===== src/rtl/tcs_defines.svh =====
// Register offsets, bit positions, masks and bus codes of the trap control block.
`ifndef TCS_DEFINES_SVH
`define TCS_DEFINES_SVH
`define TCS_AXI_AW 8
`define TCS_OFF_CTRL 8'h00
`define TCS_REG_W 16
`define TCS_RESET_VAL 16'h0000
`define TCS_B_NEST 15
`define TCS_B_OVF_A_FLAG 14
`define TCS_B_OVF_B_FLAG 13
`define TCS_B_CAT_A_FLAG 12
`define TCS_B_CAT_B_FLAG 11
`define TCS_B_OVF_A_EN 10
`define TCS_B_OVF_B_EN 9
`define TCS_B_CAT_EN 8
`define TCS_B_SHIFT_FLAG 7
`define TCS_B_DIVZ_FLAG 6
`define TCS_B_MATH_FLAG 4
`define TCS_B_ADDR_FLAG 3
`define TCS_B_STACK_FLAG 2
`define TCS_B_OSC_FLAG 1
`define TCS_PLAIN_MASK 16'h8700
`define TCS_FLAG_MASK 16'h78de
`define TCS_RESP_OKAY 2'h0
`define TCS_RESP_SLVERR 2'h2
`endif


===== src/rtl/tcs_pkg.sv =====
// Types and shared decode for the trap control block.
`include "tcs_defines.svh"
package tcs_pkg;
  // Error conditions raised by the core, each a one-cycle pulse.
  typedef struct packed {
    logic acc_a_ovf;
    logic acc_b_ovf;
    logic acc_a_cat;
    logic acc_b_cat;
    logic shift_err;
    logic div_zero;
    logic addr_err;
    logic stack_err;
    logic osc_fail;
  } tcs_events_s;
  // Trap requests handed to the dispatch logic.
  typedef struct packed {
    logic math_trap;
    logic address_trap;
    logic stack_trap;
    logic osc_trap;
  } tcs_traps_s;
  typedef enum logic [0:0] {TCS_WS_COLLECT = 1'h0, TCS_WS_RESP = 1'h1} tcs_wstate_e;
  typedef enum logic [0:0] {TCS_RS_IDLE = 1'h0, TCS_RS_DATA = 1'h1} tcs_rstate_e;
  // True when the byte address hits the control and status register.
  function automatic logic tcs_is_mapped(input logic [`TCS_AXI_AW-1:0] a);
    tcs_is_mapped = (a == `TCS_OFF_CTRL);
  endfunction : tcs_is_mapped
endpackage : tcs_pkg


===== src/rtl/tcs_trap_ctrl.sv =====
// Trap enable and status register with trap request generation.
//
// Contract
// - Bits 10 and 9 enable overflow traps of accumulator A and B.
// - Bit 8 enables traps on catastrophic overflow of either accumulator.
// - Bit 6 is set only by a math trap caused by divide by zero.
// - Bit 3 is set when an address error trap occurs, else clear; the code holds it set until software writes it to zero.
// - Bit 12 records a catastrophic overflow trap of accumulator A.
//
// The placing of the registers and register access over AXI4-Lite were chosen for this implementation.
`timescale 1ns/1ps
`include "tcs_defines.svh"
module tcs_trap_ctrl (
  input wire logic clk,
  input wire logic rst,
  input wire logic ce,
  input wire logic [`TCS_AXI_AW-1:0] s_axi_awaddr,
  input wire logic s_axi_awvalid,
  output logic s_axi_awready,
  input wire logic [31:0] s_axi_wdata,
  input wire logic [3:0] s_axi_wstrb,
  input wire logic s_axi_wvalid,
  output logic s_axi_wready,
  output logic [1:0] s_axi_bresp,
  output logic s_axi_bvalid,
  input wire logic s_axi_bready,
  input wire logic [`TCS_AXI_AW-1:0] s_axi_araddr,
  input wire logic s_axi_arvalid,
  output logic s_axi_arready,
  output logic [31:0] s_axi_rdata,
  output logic [1:0] s_axi_rresp,
  output logic s_axi_rvalid,
  input wire logic s_axi_rready,
  input wire tcs_pkg::tcs_events_s events,
  output tcs_pkg::tcs_traps_s traps,
  output logic nest_disable
);
  logic [`TCS_REG_W-1:0] trap_control_status_reg;
  logic [`TCS_REG_W-1:0] trap_control_status_next;
  logic [`TCS_REG_W-1:0] set_vec;
  logic [`TCS_REG_W-1:0] merged;
  logic wr_en;
  logic [`TCS_REG_W-1:0] wr_data;
  logic [1:0] wr_strb;
  logic ovf_a_hit;
  logic ovf_b_hit;
  logic cat_a_hit;
  logic cat_b_hit;
  logic math_any;

  ////////////////////////////////////////////////////////////////////////////
  // Bus front end.
  tcs_axil_slave u_bus (
    .clk(clk),
    .rst(rst),
    .ce(ce),
    .s_axi_awaddr(s_axi_awaddr),
    .s_axi_awvalid(s_axi_awvalid),
    .s_axi_awready(s_axi_awready),
    .s_axi_wdata(s_axi_wdata),
    .s_axi_wstrb(s_axi_wstrb),
    .s_axi_wvalid(s_axi_wvalid),
    .s_axi_wready(s_axi_wready),
    .s_axi_bresp(s_axi_bresp),
    .s_axi_bvalid(s_axi_bvalid),
    .s_axi_bready(s_axi_bready),
    .s_axi_araddr(s_axi_araddr),
    .s_axi_arvalid(s_axi_arvalid),
    .s_axi_arready(s_axi_arready),
    .s_axi_rdata(s_axi_rdata),
    .s_axi_rresp(s_axi_rresp),
    .s_axi_rvalid(s_axi_rvalid),
    .s_axi_rready(s_axi_rready),
    .wr_en(wr_en),
    .wr_data(wr_data),
    .wr_strb(wr_strb),
    .rd_data(trap_control_status_reg)
  );

  ////////////////////////////////////////////////////////////////////////////
  // Enable gating of the accumulator overflow causes.
  assign ovf_a_hit = events.acc_a_ovf && trap_control_status_reg[`TCS_B_OVF_A_EN];
  assign ovf_b_hit = events.acc_b_ovf && trap_control_status_reg[`TCS_B_OVF_B_EN];
  assign cat_a_hit = events.acc_a_cat && trap_control_status_reg[`TCS_B_CAT_EN];
  assign cat_b_hit = events.acc_b_cat && trap_control_status_reg[`TCS_B_CAT_EN];
  assign math_any = ovf_a_hit || ovf_b_hit || cat_a_hit || cat_b_hit
                    || events.shift_err || events.div_zero;

  // Flags raised by this cycle's events.
  always_comb
  begin
    set_vec = '0;
    set_vec[`TCS_B_OVF_A_FLAG] = ovf_a_hit;
    set_vec[`TCS_B_OVF_B_FLAG] = ovf_b_hit;
    set_vec[`TCS_B_CAT_A_FLAG] = cat_a_hit;
    set_vec[`TCS_B_CAT_B_FLAG] = cat_b_hit;
    set_vec[`TCS_B_SHIFT_FLAG] = events.shift_err;
    set_vec[`TCS_B_DIVZ_FLAG] = events.div_zero;
    set_vec[`TCS_B_MATH_FLAG] = math_any;
    set_vec[`TCS_B_ADDR_FLAG] = events.addr_err;
    set_vec[`TCS_B_STACK_FLAG] = events.stack_err;
    set_vec[`TCS_B_OSC_FLAG] = events.osc_fail;
  end

  // Byte-lane merge of the write data over the present value.
  always_comb
  begin
    merged = trap_control_status_reg;
    if (wr_strb[0])
    begin
      merged[7:0] = wr_data[7:0];
    end
    if (wr_strb[1])
    begin
      merged[15:8] = wr_data[15:8];
    end
  end

  // Plain bits take the write, flags only clear on zero, and a set wins.
  always_comb
  begin
    trap_control_status_next = trap_control_status_reg;
    if (wr_en)
    begin
      trap_control_status_next = (merged & `TCS_PLAIN_MASK)
                                 | (trap_control_status_reg & merged & `TCS_FLAG_MASK);
    end
    trap_control_status_next = trap_control_status_next | set_vec;
  end

  ////////////////////////////////////////////////////////////////////////////
  // Control and status register.
  always_ff @(posedge clk or posedge rst)
  begin
    if (rst)
    begin
      trap_control_status_reg <= `TCS_RESET_VAL;
    end
    else if (ce)
    begin
      trap_control_status_reg <= trap_control_status_next;
    end
  end

  // Trap requests, one cycle after their cause.
  always_ff @(posedge clk or posedge rst)
  begin
    if (rst)
    begin
      traps <= '0;
    end
    else if (ce)
    begin
      traps.math_trap <= math_any;
      traps.address_trap <= events.addr_err;
      traps.stack_trap <= events.stack_err;
      traps.osc_trap <= events.osc_fail;
    end
  end

  // Nesting disable is a plain control bit.
  assign nest_disable = trap_control_status_reg[`TCS_B_NEST];
endmodule : tcs_trap_ctrl


===== src/rtl/tcs_axil_slave.sv =====
// AXI4-Lite slave front end of the trap control block.
`timescale 1ns/1ps
`include "tcs_defines.svh"
module tcs_axil_slave (
  input wire logic clk,
  input wire logic rst,
  input wire logic ce,
  input wire logic [`TCS_AXI_AW-1:0] s_axi_awaddr,
  input wire logic s_axi_awvalid,
  output logic s_axi_awready,
  input wire logic [31:0] s_axi_wdata,
  input wire logic [3:0] s_axi_wstrb,
  input wire logic s_axi_wvalid,
  output logic s_axi_wready,
  output logic [1:0] s_axi_bresp,
  output logic s_axi_bvalid,
  input wire logic s_axi_bready,
  input wire logic [`TCS_AXI_AW-1:0] s_axi_araddr,
  input wire logic s_axi_arvalid,
  output logic s_axi_arready,
  output logic [31:0] s_axi_rdata,
  output logic [1:0] s_axi_rresp,
  output logic s_axi_rvalid,
  input wire logic s_axi_rready,
  output logic wr_en,
  output logic [`TCS_REG_W-1:0] wr_data,
  output logic [1:0] wr_strb,
  input wire logic [`TCS_REG_W-1:0] rd_data
);
  tcs_pkg::tcs_wstate_e ws_reg;
  tcs_pkg::tcs_rstate_e rs_reg;
  logic aw_held_reg;
  logic w_held_reg;
  logic [`TCS_AXI_AW-1:0] awaddr_reg;
  logic [31:0] wdata_reg;
  logic [3:0] wstrb_reg;
  logic wr_go;

  // A write completes once address and data are both held.
  assign wr_go = ce && (ws_reg == tcs_pkg::TCS_WS_COLLECT) && aw_held_reg && w_held_reg;
  assign wr_en = wr_go && tcs_pkg::tcs_is_mapped(awaddr_reg);
  assign wr_data = wdata_reg[`TCS_REG_W-1:0];
  assign wr_strb = wstrb_reg[1:0];

  ////////////////////////////////////////////////////////////////////////////
  // Write channels: address and data taken in either order.
  always_ff @(posedge clk or posedge rst)
  begin
    if (rst)
    begin
      ws_reg <= tcs_pkg::TCS_WS_COLLECT;
      aw_held_reg <= 1'b0;
      w_held_reg <= 1'b0;
      awaddr_reg <= '0;
      wdata_reg <= '0;
      wstrb_reg <= '0;
      s_axi_awready <= 1'b1;
      s_axi_wready <= 1'b1;
      s_axi_bvalid <= 1'b0;
      s_axi_bresp <= `TCS_RESP_OKAY;
    end
    else if (ce)
    begin
      if (s_axi_awvalid && s_axi_awready)
      begin
        aw_held_reg <= 1'b1;
        awaddr_reg <= s_axi_awaddr;
        s_axi_awready <= 1'b0;
      end
      if (s_axi_wvalid && s_axi_wready)
      begin
        w_held_reg <= 1'b1;
        wdata_reg <= s_axi_wdata;
        wstrb_reg <= s_axi_wstrb;
        s_axi_wready <= 1'b0;
      end
      case (ws_reg)
        tcs_pkg::TCS_WS_COLLECT:
        begin
          if (wr_go)
          begin
            aw_held_reg <= 1'b0;
            w_held_reg <= 1'b0;
            s_axi_bvalid <= 1'b1;
            s_axi_bresp <= tcs_pkg::tcs_is_mapped(awaddr_reg) ? `TCS_RESP_OKAY
                                                              : `TCS_RESP_SLVERR;
            ws_reg <= tcs_pkg::TCS_WS_RESP;
          end
        end
        tcs_pkg::TCS_WS_RESP:
        begin
          if (s_axi_bready)
          begin
            s_axi_bvalid <= 1'b0;
            s_axi_awready <= 1'b1;
            s_axi_wready <= 1'b1;
            ws_reg <= tcs_pkg::TCS_WS_COLLECT;
          end
        end
        default: ws_reg <= tcs_pkg::TCS_WS_COLLECT;
      endcase
    end
  end

  ////////////////////////////////////////////////////////////////////////////
  // Read channel: data captured at the address handshake.
  always_ff @(posedge clk or posedge rst)
  begin
    if (rst)
    begin
      rs_reg <= tcs_pkg::TCS_RS_IDLE;
      s_axi_arready <= 1'b1;
      s_axi_rvalid <= 1'b0;
      s_axi_rdata <= '0;
      s_axi_rresp <= `TCS_RESP_OKAY;
    end
    else if (ce)
    begin
      case (rs_reg)
        tcs_pkg::TCS_RS_IDLE:
        begin
          if (s_axi_arvalid)
          begin
            s_axi_arready <= 1'b0;
            s_axi_rvalid <= 1'b1;
            if (tcs_pkg::tcs_is_mapped(s_axi_araddr))
            begin
              s_axi_rdata <= {16'h0000, rd_data};
              s_axi_rresp <= `TCS_RESP_OKAY;
            end
            else
            begin
              s_axi_rdata <= '0;
              s_axi_rresp <= `TCS_RESP_SLVERR;
            end
            rs_reg <= tcs_pkg::TCS_RS_DATA;
          end
        end
        tcs_pkg::TCS_RS_DATA:
        begin
          if (s_axi_rready)
          begin
            s_axi_rvalid <= 1'b0;
            s_axi_arready <= 1'b1;
            rs_reg <= tcs_pkg::TCS_RS_IDLE;
          end
        end
        default: rs_reg <= tcs_pkg::TCS_RS_IDLE;
      endcase
    end
  end
endmodule : tcs_axil_slave


===== config.mk =====
export PLATFORM = sky130hd
export DESIGN_NAME = tcs_trap_ctrl
export DESIGN_NICKNAME = d
export VERILOG_FILES = /design/src/rtl/tcs_pkg.sv /design/src/rtl/tcs_trap_ctrl.sv /design/src/rtl/tcs_axil_slave.sv
export VERILOG_INCLUDE_DIRS = /design/src /design/src/rtl
export SDC_FILE = /design/constraint.sdc
export NUM_CORES = 1
export LEC_CHECK = 0
export ABC_AREA = 1
export BUFFER_PORTS_ARGS = -buffer_cell sky130_fd_sc_hd__buf_2
export CORE_UTILIZATION = 42
export CTS_CLUSTER_SIZE = 24
export DETAILED_ROUTE_END_ITERATION = 8
export PLACE_DENSITY = 0.7
export REMOVE_ABC_BUFFERS = 1
export SLEW_MARGIN = 20
export SYNTH_ARGS = -nofsm -noshare
export SYNTH_HDL_FRONTEND = slang
export SYNTH_HIERARCHICAL = 1
export SYNTH_SLANG_ARGS = --single-unit

===== constraint.sdc =====
create_clock -name clk -period 2.1 [get_ports clk]
set_input_delay 0.42 -clock clk [delete_from_list [all_inputs] [get_ports clk]]
set_output_delay 0.42 -clock clk [all_outputs]
set_load 0.005 [all_outputs]

==> results of run 1 <==
cell usage in the layout (no fill, tap or decap):
cell       count
buf_2         76
dfstp_2        3
nor2_4         3
inv_1         17
clkbuf_1       4
inv_2          3
conb_1        20
nand3_4        1
o21ai_2        3
buf_4          3
clkinv_2       1
bufinv_16      1
o21ai_0       18
o21ai_1        2
o21bai_1       1
buf_12         1
clkbuf_8      10
nand3_1       19
nand4_1        1
nor2_1        13
nand2_2        2
nor2_2         1
dfrtp_1       66
nand2_1      154
how the worst min path moves through the flow:
| stage | from | endpoint | slack, ps | depth (start not counted) |
|---|---|---|---|---|
| 3_3_place_gp | u_bus/s_axi_arready | u_bus/s_axi_arready | 450 | 2 |
| 2_1_floorplan | rst | async pin | 360 | 1 |
| 6_report | rst | u_bus/s_axi_rdata[9] | 90 | 2 |
| 3_5_place_dp | u_bus/s_axi_arready | u_bus/s_axi_arready | 450 | 2 |
| 4_1_cts | rst | u_bus/s_axi_rdata[9] | 100 | 2 |
| 5_1_grt | rst | u_bus/s_axi_rdata[9] | 120 | 2 |
routing by layer:
metal  vias up  GRT usage [%]  wire, µm
met3         5           6.29       459
li1       1165              -         -
met2        73           28.2      2710
met4         0           6.36        52
met1      1018           19.6      2400
met5         -              0         0
power by group through the flow:
stage | combinational [mW] | sequential (mW) | clock (mW)
after floorplan | 0.423 | 1.85 | 0
after detailed placement | 0.636 | 1.89 | 0
after global placement | 0.610 | 1.87 | 0
after CTS | 0.638 | 1.87 | 1.07
after global routing | 0.745 | 1.91 | 1.13
final | 0.626 | 1.87 | 1.04
per-stage QoR:
| step | cell area, µm² | hold WS [ps] |
|---|---|---|
| after floorplan | 2810 | 359 |
| after global placement | 3360 | 451 |
| after detailed placement | 3360 | 454 |
| after CTS | 3540 | 96.2 |
| after global routing | 3540 | 120 |
| final | 3540 | 94.4 |
worst register-to-register path, cell delays in order, from the launching register on:
cell and delay (ps):
dfrtp_1 400, nor2_1 110, nand2_1 150, nor2_1 300, nand3_4 190, o21ai_0 200
o21ai_0 120
layout make-up:
type                    count  area share (%)
inverters                  20            2.12
flip-flops and latches     69            48.8
clock inverters             2           0.989
clock buffers              14            4.31
multi-input cells         238            28.4
well taps                  96            3.39
repair buffers             80            11.9
==> metrics.yaml, run 1 <==
status: "completed"
grt_pass1_wl_um: 9620
largest_reg_flops: 16
post-route-util_pct: 51.9
n_fill_cell: 673
regToRegSetupSlack_ps: 520
root_buffer: "clkbuf_8"
cts_hold_buf: 0
grt_pass1_vias: 2122
start_util_pct: 43.7
clockPowerShare_pct: 29.4
wl_per_cell_um: 10.8
timing.fmax_mhz: 635
clock_latency_ps: 340
numPortBuffers: 76
cpLargestDelayFamily: "simple AND/OR/NAND/NOR gates"
cpPeakStageDelay_ps: 400
row_count: 30
power_leakage_nw: 1.98
total_power_mw: 3.53
ff_latch_area_um2: 1730
cp-start-kind: "flip-flop"
drive_gt1_share_pct: 25.5
crit_fanout: 12
viasPerCell: 4.36
drt_iter0_drc: 93
coreArea_um2: 6830
critical_path.startpoint: "u_bus/ws_reg"
hold_path_class: "in -> async"
crit_required_ps: 2310
sequentialPowerShare_pct: 52.9
wl_um: 5620
routabilityCongestion: 0.756
rr_worst_depth: 6
drc: 0
ant_nets: 0
die_area_um2: 7440
firstDrtPassIters: 4
reg2reg_from: "u_bus/ws_reg"
finalWorstSetupSlack_ps: 525
critPathSlowestCell: "dfrtp_1"
finalSetupViolCount: 0
path_depth: 6
finClkSkew_ps: 14.5
ctsResizeCount: 0
grt_max_degree: 32
cts-buffers-inserted: 9
path_buf_inv: 0
p_int_mw: 2.52
cellPowerDensity_nw_per_um2: 997
vias: 2261
path_cells: "nor2_1 > nand2_1 > nor2_1 > nand3_4 > o21ai_0 > o21ai_0"
crit_end: "trap_control_status_reg[14]"
antenna_found_initial: 1
cts_tree: "built"
synth_cells: 336
dp_cells: 503
grt_usage_pct: 16.8
synth_area_um2: 2980
syn_to_final_growth_pct: 18.8
period_share_pct: 75.0
arrival_ps: 1790
tightest_slew_ps: 640
fin_setup_tns_ps: 0
drv_slew: 0
multiInputGateArea_um2: 1010
clockBufferDepth: 2
stdcell_count: 519
fin_crit_ps: 1580
pre_cts_ws_ps: 385
share_comb_of_total_power_pct: 17.7
hold_viol_final: 0
syn_area_per_cell_um2: 8.88
num_io_pins: 115
crit_type: "reg -> reg"
gr-total-overflow: 0
rsz0062_at_grt: "false"
die_y_um: 86.3
cp-end-kind: "flip-flop"
post_cts_buffers: 0
power.switching_mw: 1.01
ir_worst_vdd_mv: 0.580
ys.warnings.count: 6
antenna_cells: 0
cap_violations: 0
r2r_end: "trap_control_status_reg[14]"
die_w_um: 86.3
swShare_pct: 28.7
finalNetCount: 487
dpl.hpwl_um: 4170
htreeDepth: 3
cts_sinks: 69
clkSlewWorstSetupHoldPaths_ps: 80
slew_headroom_pct: 57.3
Note: power is estimated with default switching activity, not from simulation.
==> run 2, diff against run 1 <==
Clock period 2.1 ns to 1.5 ns, I/O delays scaled along.
==> run 2 against run 1 <==
Register-to-register slack got worse by 460 ps. Utilization is 1.8 points higher. Sequential cell count unchanged. Final cell count grew 1.9%. Setup slack got worse by 460 ps. Via count increased by 4.1%. Highest routed layer unchanged.
==> metrics.yaml, run 2 (synthesis results as in run 1) <==
status: "completed"
cpPeakStageDelay_ps: 390  # about the same
path_cells: "nor2_1 > nand4_1 > nor2_4 > nand3_4 > buf_4 > nand2_1 > o21ai_0"
reg2reg_from: "u_bus/awaddr_reg[0]"
holdPathStages: 3
share_comb_of_total_power_pct: 18.4  # +0.7 points
crit_required_ps: 1730  # -580 ps
dpl.hpwl_um: 4330  # +3.8%
regToRegSetupSlack_ps: 70  # -460 ps
largest_reg_flops: 16  # unchanged
die_area_um2: 7440  # unchanged
clkSlewWorstSetupHoldPaths_ps: 70  # about the same
hold_ws_ps: 154  # +59.4 ps
gr-total-overflow: 0  # unchanged
finalWorstSetupSlack_ps: 67.3  # -457 ps
cp-end-kind: "flip-flop"
drt_iter0_drc: 106  # +14%
crit_type: "reg -> reg"
fin_crit_ps: 1430  # -143 ps
wl_um: 5920  # +5.4%
root_buffer: "clkbuf_8"
die_y_um: 86.3  # unchanged
power_leakage_nw: 2.04  # +3.1%
cap_violations: 0  # unchanged
timing.fmax_mhz: 698  # +10%
ir_worst_vdd_mv: 0.658  # +14%
ant_nets: 0  # unchanged
path_buf_inv: 1  # +1
vias: 2354  # +4.1%
start_util_pct: 43.7  # unchanged
cts_sinks: 69  # unchanged
rsz0062_at_grt: "true"
final_cell_mix: "nand2_1, buf_2, dfrtp_1"
pre_cts_ws_ps: -31.1  # -416 ps
htreeDepth: 3  # unchanged
syn_to_final_growth_pct: 22.9
post-route-util_pct: 53.7  # +1.8 points
cpLargestDelayFamily: "simple AND/OR/NAND/NOR gates"
power.switching_mw: 1.51  # +49%
num_io_pins: 115  # unchanged
wl_per_cell_um: 11.2  # +3.4%
grt_max_degree: 21  # -34%
cts-buffers-inserted: 9  # unchanged
clockPowerShare_pct: 29.0  # -0.4 points
min_from: "s_axi_wdata[1]"
finalSetupViolCount: 0  # unchanged
critPathSlowestCell: "dfrtp_1"
swShare_pct: 30.0  # +1.3 points
antenna_cells: 0  # unchanged
coreArea_um2: 6830  # unchanged
finalNetCount: 497  # +2.1%
grt_pass1_wl_um: 9840  # +2.3%
row_count: 30  # unchanged
finClkSkew_ps: 12.1  # -2.39 ps
p_int_mw: 3.52  # +40%
numPortBuffers: 76  # unchanged
layout_commonest_cell: "nand2_1"
firstDrtPassIters: 6  # +2
cellPowerDensity_nw_per_um2: 1370  # +38%
clockBufferDepth: 2  # unchanged
crit_fanout: 7  # -5
total_power_mw: 5.03  # +42%
cts_tree: "built"
arrival_ps: 1660  # -130 ps
die_w_um: 86.3  # unchanged
antenna_found_initial: 0  # -1
worstHoldEndpoint: "u_bus/wdata_reg[1]"
drv_slew: 0  # unchanged
cp-start-kind: "flip-flop"
period_share_pct: 95.5  # +20 points
sequentialPowerShare_pct: 52.6  # -0.3 points
viasPerCell: 4.45  # +2.1%
drc: 0  # unchanged
grt_usage_pct: 17.5  # +0.69 points
routabilityCongestion: 0.752  # -0.46%
hold_viol_final: 0  # unchanged
critical_path.startpoint: "u_bus/awaddr_reg[0]"
hold_path_class: "in -> reg"
rr_worst_depth: 7  # +1
clock_latency_ps: 350  # about the same
drive_gt1_share_pct: 29.3  # +3.8 points
grt_pass1_vias: 2180  # +2.7%
[run 2: cell types whose count changed in the layout (fill, tap and decap cells not counted), moves of 3 or more]
| cell | before | now |
|---|---|---|
| clkbuf_8 | 10 | 13 |
| nor2_1 | 13 | 9 |
| nor2_2 | 1 | 4 |
| o21ai_1 | 2 | 5 |
| clkbuf_1 | 4 | 0 |
| buf_4 | 3 | 11 |
| o21ai_0 | 18 | 14 |
[run 2: area by class of cell]
cell class	count	area, µm²
Fill cell	685	3170
Sequential cell	69	1730
Multi-Input combinational cell	238	1030
Timing Repair Buffer	90	513
Clock buffer	13	179
Tap cell	96	120
Inverter	20	75.1
Clock inverter	3	17.5
[run 2: tightest hold or removal path, cell delays in order]
cell and delay (ps):
buf_2 70, nand2_1 40, nand2_1 50
[run 2: worst max-delay path by stage]
stage / cells after the start / to
finish: 7 / flip-flop
global route: 7 / flip-flop
CTS: 6 / trap_control_status_reg[7]
detailed placement: 6 / trap_control_status_reg[7]
global placement: 6 / trap_control_status_reg[4]
floorplan: 1 / u_bus/aw_held_reg
[run 2: power groups by stage]
stage	registers [mW]	clock network (mW)	logic (mW)
final	2.65	1.46	0.924
after global routing	2.70	1.59	1.09
after CTS	2.62	1.49	0.925
after detailed placement	2.65	0	0.917
after global placement	2.62	0	0.875
after floorplan	2.59	0	0.593
[run 2: per-stage QoR]
stage / area, µm² / TNS, ps / cells
floorplan: 2810 / -1180 / 327
finish: 3670 / 0 / 529
global route: 3670 / -181 / 529
global placement: 3400 / 0 / 509
CTS: 3610 / 0 / 526
detailed placement: 3400 / -54.6 / 509
[run 2: repair_timing]
action,CTS,global route
setup buffers,0,3
setup endpoints to repair,7,8
hold buffers,1,0
hold endpoints to repair,32,0
pin swaps,0,3
gates resized for setup,1,10
gates cloned,0,0
[run 2: per-layer routing]
metal	part of all wire, %	up-vias	global-route usage [%]
li1	-	1186	-
met1	41	1075	20.0
met2	49	81	29.4
met3	7.9	12	5.52
met4	1.7	0	9.09
met5	0	-	0
==> run 3, diff against run 2 <==
Settings changed: ABC_AREA 1 to 0.
==> run 3 against run 2 <==
The flow now finishes with violations (setup timing). Final cell count down 14%. Setup slack worse by 390 ps. Maximum frequency down 22%. Register-to-register slack worse by 390 ps. Sequential share of layout area down 1.0 points. First-iteration DRC count down 10%. Global-route usage down 0.32 points. Sequential cell count unchanged. Critical path type unchanged. Largest cell class unchanged.
==> metrics.yaml, run 3 <==
cp-end-kind: "flip-flop"
drv_slew: 0  # unchanged
die_w_um: 86.5  # +0.24%
root_buffer: "clkbuf_8"
synth_cells: 260  # -23%
coreArea_um2: 6830  # unchanged
viasPerCell: 4.62  # +3.9%
crit_required_ps: 1720  # about the same
hold_path_class: "in -> reg"
drc: 0  # unchanged
status: "finished, violations left"
timing.fmax_mhz: 548  # -22%
cts_sinks: 69  # unchanged
ant_nets: 0  # unchanged
dpl.hpwl_um: 4180  # -3.5%
row_count: 30  # unchanged
vias: 2104  # -11%
fin_setup_tns_ps: -3930  # -3930 ps
cap_violations: 0  # unchanged
clkSlewWorstSetupHoldPaths_ps: 70  # about the same
htreeDepth: 3  # unchanged
gr-total-overflow: 0  # unchanged
syn_area_per_cell_um2: 11.5  # +30%
wl_per_cell_um: 12.4  # +11%
crit_end: "trap_control_status_reg[15]"
syn_to_final_growth_pct: 25.0
drt_iter0_drc: 95  # -10%
die_area_um2: 7480  # +0.49%
cellPowerDensity_nw_per_um2: 1380  # +0.78%
layout_commonest_cell: "buf_2"
stdcell_area_um2: 3750  # +2.2%
hold_viol_final: 0  # unchanged
clock_latency_ps: 340  # about the same
antenna_cells: 0  # unchanged
largest_reg_flops: 16  # unchanged
synth_area_um2: 3000  # +0.50%
grt_usage_pct: 17.2  # -0.32 points
firstDrtPassIters: 4  # -2
num_io_pins: 115  # unchanged
rr_worst_depth: 5  # -2
cts-buffers-inserted: 9  # unchanged
regToRegSetupSlack_ps: -330  # -390 ps
ys.warnings.count: 6  # unchanged
clockBufferDepth: 2  # unchanged
die_y_um: 86.5  # +0.24%
crit_type: "reg -> reg"
wl_um: 5630  # -4.9%
reg2reg_from: "u_bus/awaddr_reg[7]"
finalNetCount: 424  # -15%
crit_fanout: 8  # +1
n_fill_cell: 648  # -5.4%
critical_path.startpoint: "u_bus/awaddr_reg[7]"
grt_max_degree: 52  # +150%
arrival_ps: 2050  # +390 ps
grt_pass1_wl_um: 9400  # -4.4%
start_util_pct: 43.9  # +0.22 points
finClkSkew_ps: 8.72  # -3.41 ps
finalSetupViolCount: 15  # +15
ir_worst_vdd_mv: 0.729  # +11%
routabilityCongestion: 0.807  # +7.3%
numPortBuffers: 76  # unchanged
period_share_pct: 122  # +26 points
pre_cts_ws_ps: -381  # -350 ps
cp-start-kind: "flip-flop"
cts_tree: "built"
grt_pass1_vias: 2084  # -4.4%
finalWorstSetupSlack_ps: -326  # -393 ps
final_cell_mix: "buf_2, dfrtp_1, nand2_1"
antenna_found_initial: 0  # unchanged
r2r_end: "trap_control_status_reg[15]"
power_leakage_nw: 1.87  # -8.2%
violations: "setup timing"
dpl_cell_area_um2: 3490  # +2.6%
post-route-util_pct: 54.8  # +1.2 points
rsz0062_at_grt: "true"
drive_gt1_share_pct: 44.0  # +15 points
fin_crit_ps: 1830  # +393 ps
run 3: metrics by stage:
step	hold slack (ps)	power (mW)	cells
after CTS	153	5.24	455
after global placement	337	3.51	437
after floorplan	239	3.18	252
final	166	5.18	455
after detailed placement	347	3.57	437
after global routing	159	5.49	455
run 3: repair_timing:
item,CTS,global route
hold buffers,1,0
endpoints found under the hold margin,18,0
buffers inserted,2,0
setup endpoints to repair,14,15
gates resized for setup,8,1
pin swaps,2,0
run 3: final cells by class:
type	instances	area (µm²)	area share, %
Multi-Input combinational cell	174	1100	29.5
Sequential cell	69	1730	46.2
Inverter	9	33.8	0.902
Timing Repair Buffer	92	544	14.5
Clock buffer	10	138	3.67
Tap cell	96	120	3.21
Clock inverter	5	75.1	2.00
run 3: routing by layer:
layer,share of wire [%],GRT usage (%)
met1,44,20.2
met5,0,0
met4,3.6,10.6
met3,7.2,5.71
met2,45,27.2
run 3: worst min-delay path by stage:
| stage | startpoint | to | slack [ps] | cells past startpoint |
|---|---|---|---|---|
| after floorplan | rst | async pin | 240 | 1 |
| after global placement | rst | traps[1] | 340 | 3 |
| after detailed placement | rst | traps[0] | 350 | 3 |
| after CTS | events[0] | trap_control_status_reg[1] | 150 | 3 |
| after global routing | events[3] | trap_control_status_reg[6] | 160 | 3 |
| final | events[0] | trap_control_status_reg[1] | 170 | 3 |
run 3: power breakdown:
group / internal (mW) / switching (mW)
combinational: 0.540 / 0.376
clock: 0.963 / 0.661
sequential: 2.36 / 0.280
total: 3.86 / 1.32
run 3: worst max-delay path, stage by stage, from the launching register on:
cell	delay, ps
dfrtp_1	380
or4_4	540
nor3_4	200
buf_6	120
nand3_4	130
mux2_4	330
